<file path="config.mk">
export PLATFORM = sky130hd
export DESIGN_NAME = tmr_compare
export DESIGN_NICKNAME = d
export VERILOG_FILES = /design/src/tmr_pkg.sv /design/src/tmr_compare.sv
export SDC_FILE = /design/constraint.sdc
export NUM_CORES = 1
export LEC_CHECK = 0
export CAP_MARGIN = 20
export CORE_MARGIN = 10
export CORE_UTILIZATION = 55
export CTS_CLUSTER_DIAMETER = 50
export DETAILED_ROUTE_END_ITERATION = 6
export DONT_BUFFER_PORTS = 1
export GPL_TIMING_DRIVEN = 0
export PLACE_DENSITY_LB_ADDON = 0.08
export RECOVER_POWER = 50
export SYNTH_ARGS = -nofsm -noshare
export SYNTH_HDL_FRONTEND = slang
export SYNTH_SLANG_ARGS = --single-unit
</file>
<file path="constraint.sdc">
create_clock -name clk_sys -period 3.9 [get_ports clk_sys]
set_input_delay 0.39 -clock clk_sys [delete_from_list [all_inputs] [get_ports clk_sys]]
set_output_delay 0.39 -clock clk_sys [all_outputs]
set_load 0.005 [all_outputs]
</file>
<file path="src/tmr_pkg.sv">
// Constants shared by the compare-output timer: register map, fields, modes and prescaler taps
// Functional notes
// - Force strobe in non-PWM modes applies the compare action like a real match.
// - Force strobe never sets the match flag, clears or reloads the counter.
// - Count write blocks any compare match at the next timer tick, even stopped.
// - Compare output state keeps its value across waveform mode changes.
// - Action field is not buffered; a new value governs the next match.
// - Nonzero action field routes compare output state to the pin in all modes.
// - Pin drives only while the direction bit selects output.
// - Action value zero leaves compare output state unchanged on matches.
// - Waveform mode sets counting; action field only selects output behaviour.
// - Normal mode always counts up, never clears on match, wraps 0xff to 0x00.
// - Normal mode sets overflow flag when count wraps 0xff to 0x00; cleared by service.
// - Normal mode accepts a count write at any time; as in every mode, it blocks the match at the next timer tick.
// - Clear-on-match mode counts up to compare value then clears to zero.
// - Compare value below count makes counter run through 0xff and wrap first.
// - Clear-on-match mode raises the match flag each time count reaches top.
// - Toggle action in clear-on-match mode toggles output on every match.
// - Prescale factor selectable among 1, 8, 32, 64, 128, 256 and 1024.
// - Clear-on-match mode sets overflow flag when count passes 0xff to 0x00.
// - Match sets flag at the timer tick; cleared by service or writing one.
// - Count write wins over clear or count in the same cycle.
// - Clock select zero stops the timer; count stays readable and writable.
// - Compare value is written directly, without double buffering.
package tmr_pkg;
    localparam int          CNT_W        = 8;
    localparam int          ADDR_W       = 8;
    localparam int          PRE_W        = 10;

    // Register byte offsets
    localparam logic [7:0]  OFS_CTRL     = 8'h00;
    localparam logic [7:0]  OFS_COUNT    = 8'h04;
    localparam logic [7:0]  OFS_COMPARE  = 8'h08;
    localparam logic [7:0]  OFS_FLAGS    = 8'h0c;
    localparam logic [7:0]  OFS_PIN      = 8'h10;

    // Control register fields
    localparam int          CTRL_WGM_LSB = 0;
    localparam int          CTRL_COM_LSB = 2;
    localparam int          CTRL_CS_LSB  = 4;
    localparam int          CTRL_FOC_BIT = 7;

    // Flag register fields
    localparam int          FLG_OVF_BIT  = 0;
    localparam int          FLG_CMF_BIT  = 1;

    // Pin register fields
    localparam int          PIN_DDR_BIT  = 0;
    localparam int          PIN_PORT_BIT = 1;
    localparam int          PIN_OUT_BIT  = 2;

    localparam logic [7:0]  CNT_MAX      = 8'hff;
    localparam logic [7:0]  CNT_BOTTOM   = 8'h00;
    localparam logic [7:0]  RST_BYTE     = 8'h00;

    // Waveform modes
    localparam logic [1:0]  WGM_NORMAL   = 2'h0;
    localparam logic [1:0]  WGM_PC_PWM   = 2'h1;
    localparam logic [1:0]  WGM_CTC      = 2'h2;
    localparam logic [1:0]  WGM_FAST_PWM = 2'h3;

    // Compare output actions in non-PWM modes
    localparam logic [1:0]  COM_NONE     = 2'h0;
    localparam logic [1:0]  COM_TOGGLE   = 2'h1;
    localparam logic [1:0]  COM_CLEAR    = 2'h2;
    localparam logic [1:0]  COM_SET      = 2'h3;

    // Prescaler taps: low bits of the divider that must all be one for a tick
    localparam logic [9:0]  TAP_DIV8     = 10'h007;
    localparam logic [9:0]  TAP_DIV32    = 10'h01f;
    localparam logic [9:0]  TAP_DIV64    = 10'h03f;
    localparam logic [9:0]  TAP_DIV128   = 10'h07f;
    localparam logic [9:0]  TAP_DIV256   = 10'h0ff;
    localparam logic [9:0]  TAP_DIV1024  = 10'h3ff;
endpackage

</file>
<file path="src/tmr_compare.sv">
// 8-bit timer with compare output unit, normal and clear-on-match modes, APB registers
`timescale 1ns/1ps
module tmr_compare
(
    // Clock and reset
    input  wire logic                        clk_sys,
    input  wire logic                        rstn,
    // APB slave
    input  wire logic                        psel,
    input  wire logic                        penable,
    input  wire logic                        pwrite,
    input  wire logic [tmr_pkg::ADDR_W-1:0]  paddr,
    input  wire logic [31:0]                 pwdata,
    output logic      [31:0]                 prdata,
    output logic                             pready,
    output logic                             pslverr,
    // Interrupt service acknowledges
    input  wire logic                        ovf_service,
    input  wire logic                        cmp_service,
    // Compare output pin
    output logic                             pin_out,
    output logic                             pin_oe
);

    typedef struct packed {
        logic [7:0]  count;
        logic [7:0]  compare;
        logic [1:0]  wgm;
        logic [1:0]  com;
        logic [2:0]  cs;
        logic        ddr;
        logic        port;
        logic        oc;
        logic        ovf;
        logic        cmf;
        logic        block;
        logic [9:0]  pre;
        logic        ack;
        logic [31:0] rdata;
        logic        pin_out;
        logic        pin_oe;
    } tmr_state_s;

    tmr_state_s state_ff;
    tmr_state_s nxt_state;

    logic        access;
    logic        done;
    logic        mapped;
    logic        wr;
    logic        wr_ctrl;
    logic        wr_count;
    logic        tick;
    logic        hit;
    logic        non_pwm;
    logic        match;
    logic        force_now;
    logic [1:0]  act_com;
    logic [31:0] rd_mux;

    // Read mux
    always_comb
    begin
        rd_mux = 32'h0000_0000;
        unique case (paddr)
            tmr_pkg::OFS_CTRL:
            begin
                rd_mux[tmr_pkg::CTRL_WGM_LSB +: 2] = state_ff.wgm;
                rd_mux[tmr_pkg::CTRL_COM_LSB +: 2] = state_ff.com;
                rd_mux[tmr_pkg::CTRL_CS_LSB +: 3]  = state_ff.cs;
            end
            tmr_pkg::OFS_COUNT:   rd_mux[7:0] = state_ff.count;
            tmr_pkg::OFS_COMPARE: rd_mux[7:0] = state_ff.compare;
            tmr_pkg::OFS_FLAGS:
            begin
                rd_mux[tmr_pkg::FLG_OVF_BIT] = state_ff.ovf;
                rd_mux[tmr_pkg::FLG_CMF_BIT] = state_ff.cmf;
            end
            tmr_pkg::OFS_PIN:
            begin
                rd_mux[tmr_pkg::PIN_DDR_BIT]  = state_ff.ddr;
                rd_mux[tmr_pkg::PIN_PORT_BIT] = state_ff.port;
                rd_mux[tmr_pkg::PIN_OUT_BIT]  = state_ff.oc;
            end
            default:              rd_mux = 32'h0000_0000;
        endcase
    end

    // Prescaler tick selection
    always_comb
    begin
        unique case (state_ff.cs)
            3'h0: tick = 1'b0;
            3'h1: tick = 1'b1;
            3'h2: tick = (state_ff.pre & tmr_pkg::TAP_DIV8) == tmr_pkg::TAP_DIV8;
            3'h3: tick = (state_ff.pre & tmr_pkg::TAP_DIV32) == tmr_pkg::TAP_DIV32;
            3'h4: tick = (state_ff.pre & tmr_pkg::TAP_DIV64) == tmr_pkg::TAP_DIV64;
            3'h5: tick = (state_ff.pre & tmr_pkg::TAP_DIV128) == tmr_pkg::TAP_DIV128;
            3'h6: tick = (state_ff.pre & tmr_pkg::TAP_DIV256) == tmr_pkg::TAP_DIV256;
            3'h7: tick = state_ff.pre == tmr_pkg::TAP_DIV1024;
        endcase
    end

    always_comb
    begin
        access   = psel && penable;
        done     = access && state_ff.ack;
        mapped   = (paddr == tmr_pkg::OFS_CTRL) || (paddr == tmr_pkg::OFS_COUNT) ||
                   (paddr == tmr_pkg::OFS_COMPARE) || (paddr == tmr_pkg::OFS_FLAGS) ||
                   (paddr == tmr_pkg::OFS_PIN);
        wr       = done && pwrite && mapped;
        wr_ctrl  = wr && (paddr == tmr_pkg::OFS_CTRL);
        wr_count = wr && (paddr == tmr_pkg::OFS_COUNT);
        hit      = state_ff.count == state_ff.compare;
        non_pwm  = (state_ff.wgm == tmr_pkg::WGM_NORMAL) || (state_ff.wgm == tmr_pkg::WGM_CTC);
        // A blocked or overwritten tick produces no match
        match    = tick && hit && !state_ff.block && !wr_count;
        force_now = wr_ctrl && pwdata[tmr_pkg::CTRL_FOC_BIT] && non_pwm;
        // Action field is used live, with the freshly written value for a force
        act_com  = force_now ? pwdata[tmr_pkg::CTRL_COM_LSB +: 2] : state_ff.com;

        nxt_state     = state_ff;
        nxt_state.pre = state_ff.pre + 10'h001;

        // APB: one wait state, read data captured into a flop
        nxt_state.ack = access && !state_ff.ack;
        if (access && !state_ff.ack)
        begin
            nxt_state.rdata = rd_mux;
        end

        // Register writes
        if (wr_ctrl)
        begin
            nxt_state.wgm = pwdata[tmr_pkg::CTRL_WGM_LSB +: 2];
            nxt_state.com = pwdata[tmr_pkg::CTRL_COM_LSB +: 2];
            nxt_state.cs  = pwdata[tmr_pkg::CTRL_CS_LSB +: 3];
        end
        if (wr && (paddr == tmr_pkg::OFS_COMPARE))
        begin
            nxt_state.compare = pwdata[7:0];
        end
        if (wr && (paddr == tmr_pkg::OFS_PIN))
        begin
            nxt_state.ddr  = pwdata[tmr_pkg::PIN_DDR_BIT];
            nxt_state.port = pwdata[tmr_pkg::PIN_PORT_BIT];
        end

        // Match blocking window lasts until the next timer tick
        if (tick)
        begin
            nxt_state.block = 1'b0;
        end
        if (wr_count)
        begin
            nxt_state.block = 1'b1;
        end

        // Counter
        if (wr_count)
        begin
            nxt_state.count = pwdata[7:0];
        end
        else if (tick)
        begin
            if ((state_ff.wgm == tmr_pkg::WGM_CTC) && match)
            begin
                nxt_state.count = tmr_pkg::CNT_BOTTOM;
            end
            else
            begin
                nxt_state.count = state_ff.count + 8'h01;
            end
        end

        // Compare output state; a zero action leaves it alone
        if ((match && non_pwm) || force_now)
        begin
            unique case (act_com)
                tmr_pkg::COM_NONE:   nxt_state.oc = state_ff.oc;
                tmr_pkg::COM_TOGGLE: nxt_state.oc = !state_ff.oc;
                tmr_pkg::COM_CLEAR:  nxt_state.oc = 1'b0;
                tmr_pkg::COM_SET:    nxt_state.oc = 1'b1;
            endcase
        end

        // Flags: hardware set wins over a clear in the same cycle
        nxt_state.ovf = (state_ff.ovf && !ovf_service &&
                         !(wr && (paddr == tmr_pkg::OFS_FLAGS) && pwdata[tmr_pkg::FLG_OVF_BIT])) ||
                        (tick && !wr_count && (state_ff.count == tmr_pkg::CNT_MAX));
        nxt_state.cmf = (state_ff.cmf && !cmp_service &&
                         !(wr && (paddr == tmr_pkg::OFS_FLAGS) && pwdata[tmr_pkg::FLG_CMF_BIT])) ||
                        match;

        // Pin override, independent of the waveform mode
        nxt_state.pin_out = (nxt_state.com != tmr_pkg::COM_NONE) ? nxt_state.oc : nxt_state.port;
        nxt_state.pin_oe  = nxt_state.ddr;
    end

    always_ff @(posedge clk_sys)
    begin
        if (!rstn)
        begin
            state_ff <= '0;
        end
        else
        begin
            state_ff <= nxt_state;
        end
    end

    assign prdata  = state_ff.rdata;
    assign pready  = state_ff.ack;
    assign pslverr = state_ff.ack && !mapped;
    assign pin_out = state_ff.pin_out;
    assign pin_oe  = state_ff.pin_oe;

endmodule

</file>
==> impl_results.md, run 1 <==
- DRT Pass-1 Iters: 5
- Number of remaining DRC errors: 0
- Cell Count, Final, Fillers Out: 448
- Final setup violation count: 0
- Worst vdd ir: 0.198 mV
- Routed wl met3: 803 um
- HPWL after DPL: 5630 um
- Final Core Density: 62.1%
- Top Layer Used: met4
- Status: completed
- Largest net degree at the start of global routing: 16
- Iter 0 DRT Violations: 146
- Slew @ Worst Pin: 0.808 ns
- PnR worst setup slack: 1.55 ns
- Setup TNS: 0 ns
- RSZ-0062 raised after global routing: no
- Pwr Total: 0.000934 W
- Clock buffer depth: 2
- Gpl congestion: 0.875
- Cell taking the most area after synthesis: dfxtp_1
- Worst EP required: 4.10 ns
- Fin. Hold Viols: 0
- Ys async rst share: 0%
- Gr usage total: 16.8%
- Yosys warning count: 0
- Vias in the first global route: 2,363
- Worst-Skew Late Latency: 0.31 ns
- M1 WL: 3270 um
- Cts hold-fix bufs: 0
- Die Y-Extent: 92.9 um
- #FFs+latches synth: 49
- # port buffers: 0
- Initial Util: 56.9%
- Mapped Cells: 347
- Mapped cell area: 2930 um2
- Minimum clock period: 2.35 ns
- Antenna diode count: 0
- Data arrival, critical path: 2.55 ns
- Lkg Pwr: 1.34 nW
- Max_cap viols: 0
- CP Capture Type: flip-flop
- Metal2 WL: 3200 um
- EDFF count, synth: 0
- Remaining global-route overflow: 0
- Final Max Tran Viols: 0
- Initial antenna violation count: 0
- Post-synthesis sequential area ratio: 33.5%
- Via count: 2,486
- Synth unique cells: 53
- Drt via density: 5.55
- Clk_skew: 0.0159 ns
- PwrDens: 293 nW/um2
- Final ANT Viol Nets: 0
- Cell total after placement: 440
- Post_cts resized: 0
- Crit share post-route: 60.2%
- Crit start category: flip-flop
- Setup Crit Path Kind: flip-flop to flip-flop
- Share of cells above drive strength 1: 15.3%
- Dominant synthesized flop cell: dfxtp_1
- Dpl ws: 1.58 ns
- Die Width: 92.9 um
- Rows: 26
- Avg Cell Area, Syn: 8.43 um2
- Full die area: 8640 um2
- Total I/O pin count: 83
- Worst-path fanout max: 10
- CTS tree: yes
- Sink Count: 49
- Top post-synthesis cells by area: dfxtp_1 (34%), buf_4 (8.2%), nand2_1 (4.6%), nand3_1 (4.3%), a21boi_1 (3.3%)
- FMAX: 426 MHz
- Post-CTS Repair Setup Buffers: 0
- First-pass GRT wire length: 11,900 um
- Total core area: 5140 um2
- Layout Nets: 428
- CTS buffer count: 5
- Clock slew seen by the registers of the worst setup and hold paths: 0.10 ns
- Root Driver: clkbuf_8
- Routed WL per cell: 16.3 um
- Final WL: 7320 um
- Slew headroom: 45.9%
- Min-delay worst type: primary input to flip-flop
- Area grow syn2layout: 9.15%
- Synth top area share: 33.5%
- H-tree levels: 2
-- state kept, by name, indices dropped and copies added, names as in the netlist --
name,count
state_ff,38
pready,1
pin_oe,1
pin_out,1
prdata,8
-- where the power goes --
group,total (W),internal (W),switching [W]
clock,0.000345,0.000164,0.000181
combinational,0.0000786,0.0000382,0.0000403
sequential,0.000511,0.000506,0.00000509
-- through the flow --
stage	hold WS, ns	instance area (um2)
floorplan	0.437	3010
global placement	0.447	3100
detailed placement	0.459	3100
CTS	0.202	3210
global route	0.205	3190
finish	0.203	3190
-- worst max-delay path, stage by stage, from the launching register on --
cell and delay, ns:
dfxtp_1 0.38, ha_1 0.19, and3_1 0.18, ha_1 0.14, inv_1 0.03, a311oi_1 0.24, a21oi_1 0.15, buf_2 0.24
o31ai_2 0.29, o211ai_2 0.14, o211a_1 0.24
-- cell type report --
class	count	area (um2)
multi-input cells	270	1710
clock buffers	7	96.3
clock inverters	1	8.76
plain buffers	48	304
fillers	489	1950
flip-flops and latches	49	981
well taps	70	87.6
inverters	3	11.3
-- synth_stat cells (2+ instances only) --
master / n
xor2_1: 10
a21boi_0: 6
nand3_1: 25
dfxtp_1: 49
a41oi_1: 2
o21ai_1: 4
nor3_1: 5
nor2b_1: 13
buf_2: 6
a22oi_1: 6
a21boi_1: 13
buf_4: 32
o21a_1: 3
and4_1: 2
o211a_1: 4
o21ai_0: 14
mux2i_1: 6
nand4_1: 4
clkbuf_1: 10
xnor2_1: 4
nor2_1: 18
nand2b_1: 3
nand2_1: 36
or2_2: 2
and3_1: 8
nand3b_1: 5
a31oi_1: 7
a32oi_1: 2
a21oi_1: 6
ha_1: 4
inv_1: 3
and2_1: 13
or3_4: 2
-- final timing paths --
path / start / endpoint / slack [ns] / cells after the start
min reg2reg: state_ff[57] / state_ff[57] / 0.47 / 2
min: pwdata[0] / state_ff[66] / 0.20 / 2
max: state_ff[35] / pin_out / 1.55 / 10
max reg2reg: state_ff[35] / pin_out / 1.55 / 10
-- layer usage --
metal | GRT usage (%) | up-vias
li1 | - | 1231
met5 | 0 | -
met1 | 20.9 | 1148
met2 | 26.6 | 100
met3 | 7.02 | 7
met4 | 3.47 | 0
-- logic make-up after synthesis --
| group | Yosys count | share of synthesized area (%) |
|---|---|---|
| AO/OA/AOI/OAI | 77 | 18.8 |
| XOR/XNOR | 14 | 4.19 |
| adder cells (fa/ha/maj) | 4 | 1.71 |
| buffers and inverters | 51 | 10.9 |
| flip-flops | 49 | 33.5 |
| multiplexers | 8 | 3.72 |
| other | 1 | 0.128 |
| AND/OR/NAND/NOR | 143 | 27.0 |
-- layout by cell type (no fill, tap or decap), drive strengths merged, types with 7 or more instances in the layout --
cell    Yosys  routed
nor2b      13      13
nand3      25      25
o21ai      18      18
xor2       10      10
a31oi       7       7
nor2       19      19
clkbuf     10      25
conb        1      24
buf        38      30
dfxtp      49      49
nor3        7       7
nand2      36      36
a21boi     19      19
and2       13      13
and3        8       8
Note: power is estimated with default switching activity, not from simulation.
==> run 2: changes to the inputs <==
- clock period: 3.9 -> 2.28 ns (I/O delays scaled with it)
==> impl_results.md, run 2 (synthesis results as in run 1) <==
- Internal power: 0.00121 W
- CTS tree: yes
- Psw: 0.000383 W
- Drt via density: 5.57
- Slew headroom: 59.2%
- Area grow syn2layout: 10.6%
- Full die area: 8640 um2
- Total I/O pin count: 83
- Initial antenna violation count: 0
- CP Capture Type: flip-flop
- Clock buffer depth: 2
- Max reg flops: 38
- Die Width: 92.9 um
- Lkg Pwr: 1.35 nW
- Combinational share of power: 8.6%
- Worst-path fanout max: 4
- Fill cells: 485
- Register Area: 983 um2
- Number of remaining DRC errors: 0
- Setup TNS: 0 ns
- Gr usage total: 16.9%
- Final ANT Viol Nets: 0
- Total core area: 5140 um2
- Register bank with the most flops: state_ff
- Crit start category: flip-flop
- Root Driver: clkbuf_8
- Via count: 2,503
- RSZ-0062 raised after global routing: yes
- Initial Util: 56.9%
- DRT Pass-1 Iters: 5
- Data arrival, critical path: 2.34 ns
- Die Y-Extent: 92.9 um
- Worst EP required: 2.48 ns
- # port buffers: 0
- Antenna diode count: 0
- Routed WL per cell: 16.4 um
- Setup Crit Path Kind: flip-flop to flip-flop
- Clk_skew: 0.0123 ns
- Minimum clock period: 2.14 ns
- HPWL after DPL: 5630 um
- Crit share post-route: 93.7%
- Final Max Tran Viols: 0
- Worst vdd ir: 0.330 mV
- Iter 0 DRT Violations: 152
- Gpl congestion: 0.875
- Layout Nets: 429
- H-tree levels: 2
- Worst hold margin: 0.0456 ns
- Multi-input logic area: 1730 um2
- Max_cap viols: 0
- Clock share of power: 36.6%
- Final WL: 7360 um
- Share of cells above drive strength 1: 16.9%
- Vias in the first global route: 2,371
- Sink Count: 49
- Remaining global-route overflow: 0
- FMAX: 468 MHz
- PwrDens: 493 nW/um2
- Clock slew seen by the registers of the worst setup and hold paths: 0.10 ns
- Rows: 26
- Final setup violation count: 0
- Post-route cell area: 3240 um2
- Most frequent cells in the layout: dfxtp_1 (47), nand2_1 (36), nand3_1 (25), buf_4 (25), conb_1 (24)
- Largest net degree at the start of global routing: 16
- Status: completed
- Most common cell after layout, fill and taps aside: dfxtp_1
- CTS buffer count: 5
- Min-delay worst type: primary input to flip-flop
- Part of the power in registers: 54.8%
- DP Area: 3100 um2
- Fin. Hold Viols: 0
- Sw Share: 24.0%
- Worst-Skew Late Latency: 0.31 ns
- First-pass GRT wire length: 11,900 um
- Slew @ Worst Pin: 0.612 ns
-- run 2: worst paths after layout --
kind / endpoint / cells after the start / slack [ns] / start
min reg2reg: state_ff[35] / 1 / 0.44 / state_ff[35]
max reg2reg: pin_out / 10 / 0.14 / state_ff[35]
min: state_ff[66] / 2 / 0.05 / pwdata[0]
max: pin_out / 10 / 0.14 / state_ff[35]
-- run 2: per-layer routing --
metal | up-vias | track usage [%] | part of all wire, %
met5 | - | 0 | 0
met4 | 0 | 3.60 | 0.58
met3 | 6 | 7.02 | 11
met2 | 98 | 26.8 | 45
met1 | 1164 | 20.9 | 44
li1 | 1235 | - | -
-- run 2: timing repair --
action | in CTS | in global routing
buffers inserted | 0 | 1
setup endpoints to repair | 1 | 9
hold buffers | 0 | 0
gates resized for setup | 3 | 4
pin swaps | 0 | 2
-- run 2: power by group through the flow --
| stage | Sequential (W) | Clock (W) | Combinational (W) |
|---|---|---|---|
| floorplan | 0.000892 | 0 | 0.000113 |
| detailed placement | 0.000894 | 0 | 0.000133 |
| global route | 0.000876 | 0.000626 | 0.000154 |
| global placement | 0.000893 | 0 | 0.000132 |
| finish | 0.000875 | 0.000585 | 0.000137 |
| CTS | 0.000874 | 0.000596 | 0.000133 |
-- run 2: layout make-up --
| type | count | share of cell area, % |
|---|---|---|
| multi-input cells | 270 | 53.5 |
| plain buffers | 48 | 9.59 |
| clock inverters | 1 | 0.271 |
| well taps | 70 | 2.71 |
| clock buffers | 7 | 2.98 |
| flip-flops and latches | 49 | 30.4 |
| inverters | 3 | 0.348 |
| repair buffers | 1 | 0.232 |
-- run 2: worst max-delay path, stage by stage, from the launching register on --
cell	delay, ns
dfxtp_2	0.36
ha_1	0.17
and3_1	0.18
ha_1	0.14
inv_1	0.04
a311oi_2	0.24
a21oi_2	0.12
buf_6	0.16
o31ai_4	0.25
o211ai_2	0.12
o211a_1	0.24
-- run 2: stage by stage --
step                      worst slack (ns)  util [%]  power, W  std cells
after CTS                          0.00266      62.6   0.00160        448
after global placement             -0.0124      60.3   0.00103        440
after floorplan                      0.247         -   0.00100        370
after detailed placement           -0.0382      60.3   0.00103        440
final                                0.144      63.0   0.00160        449
after global routing               -0.0206      63.0   0.00166        449
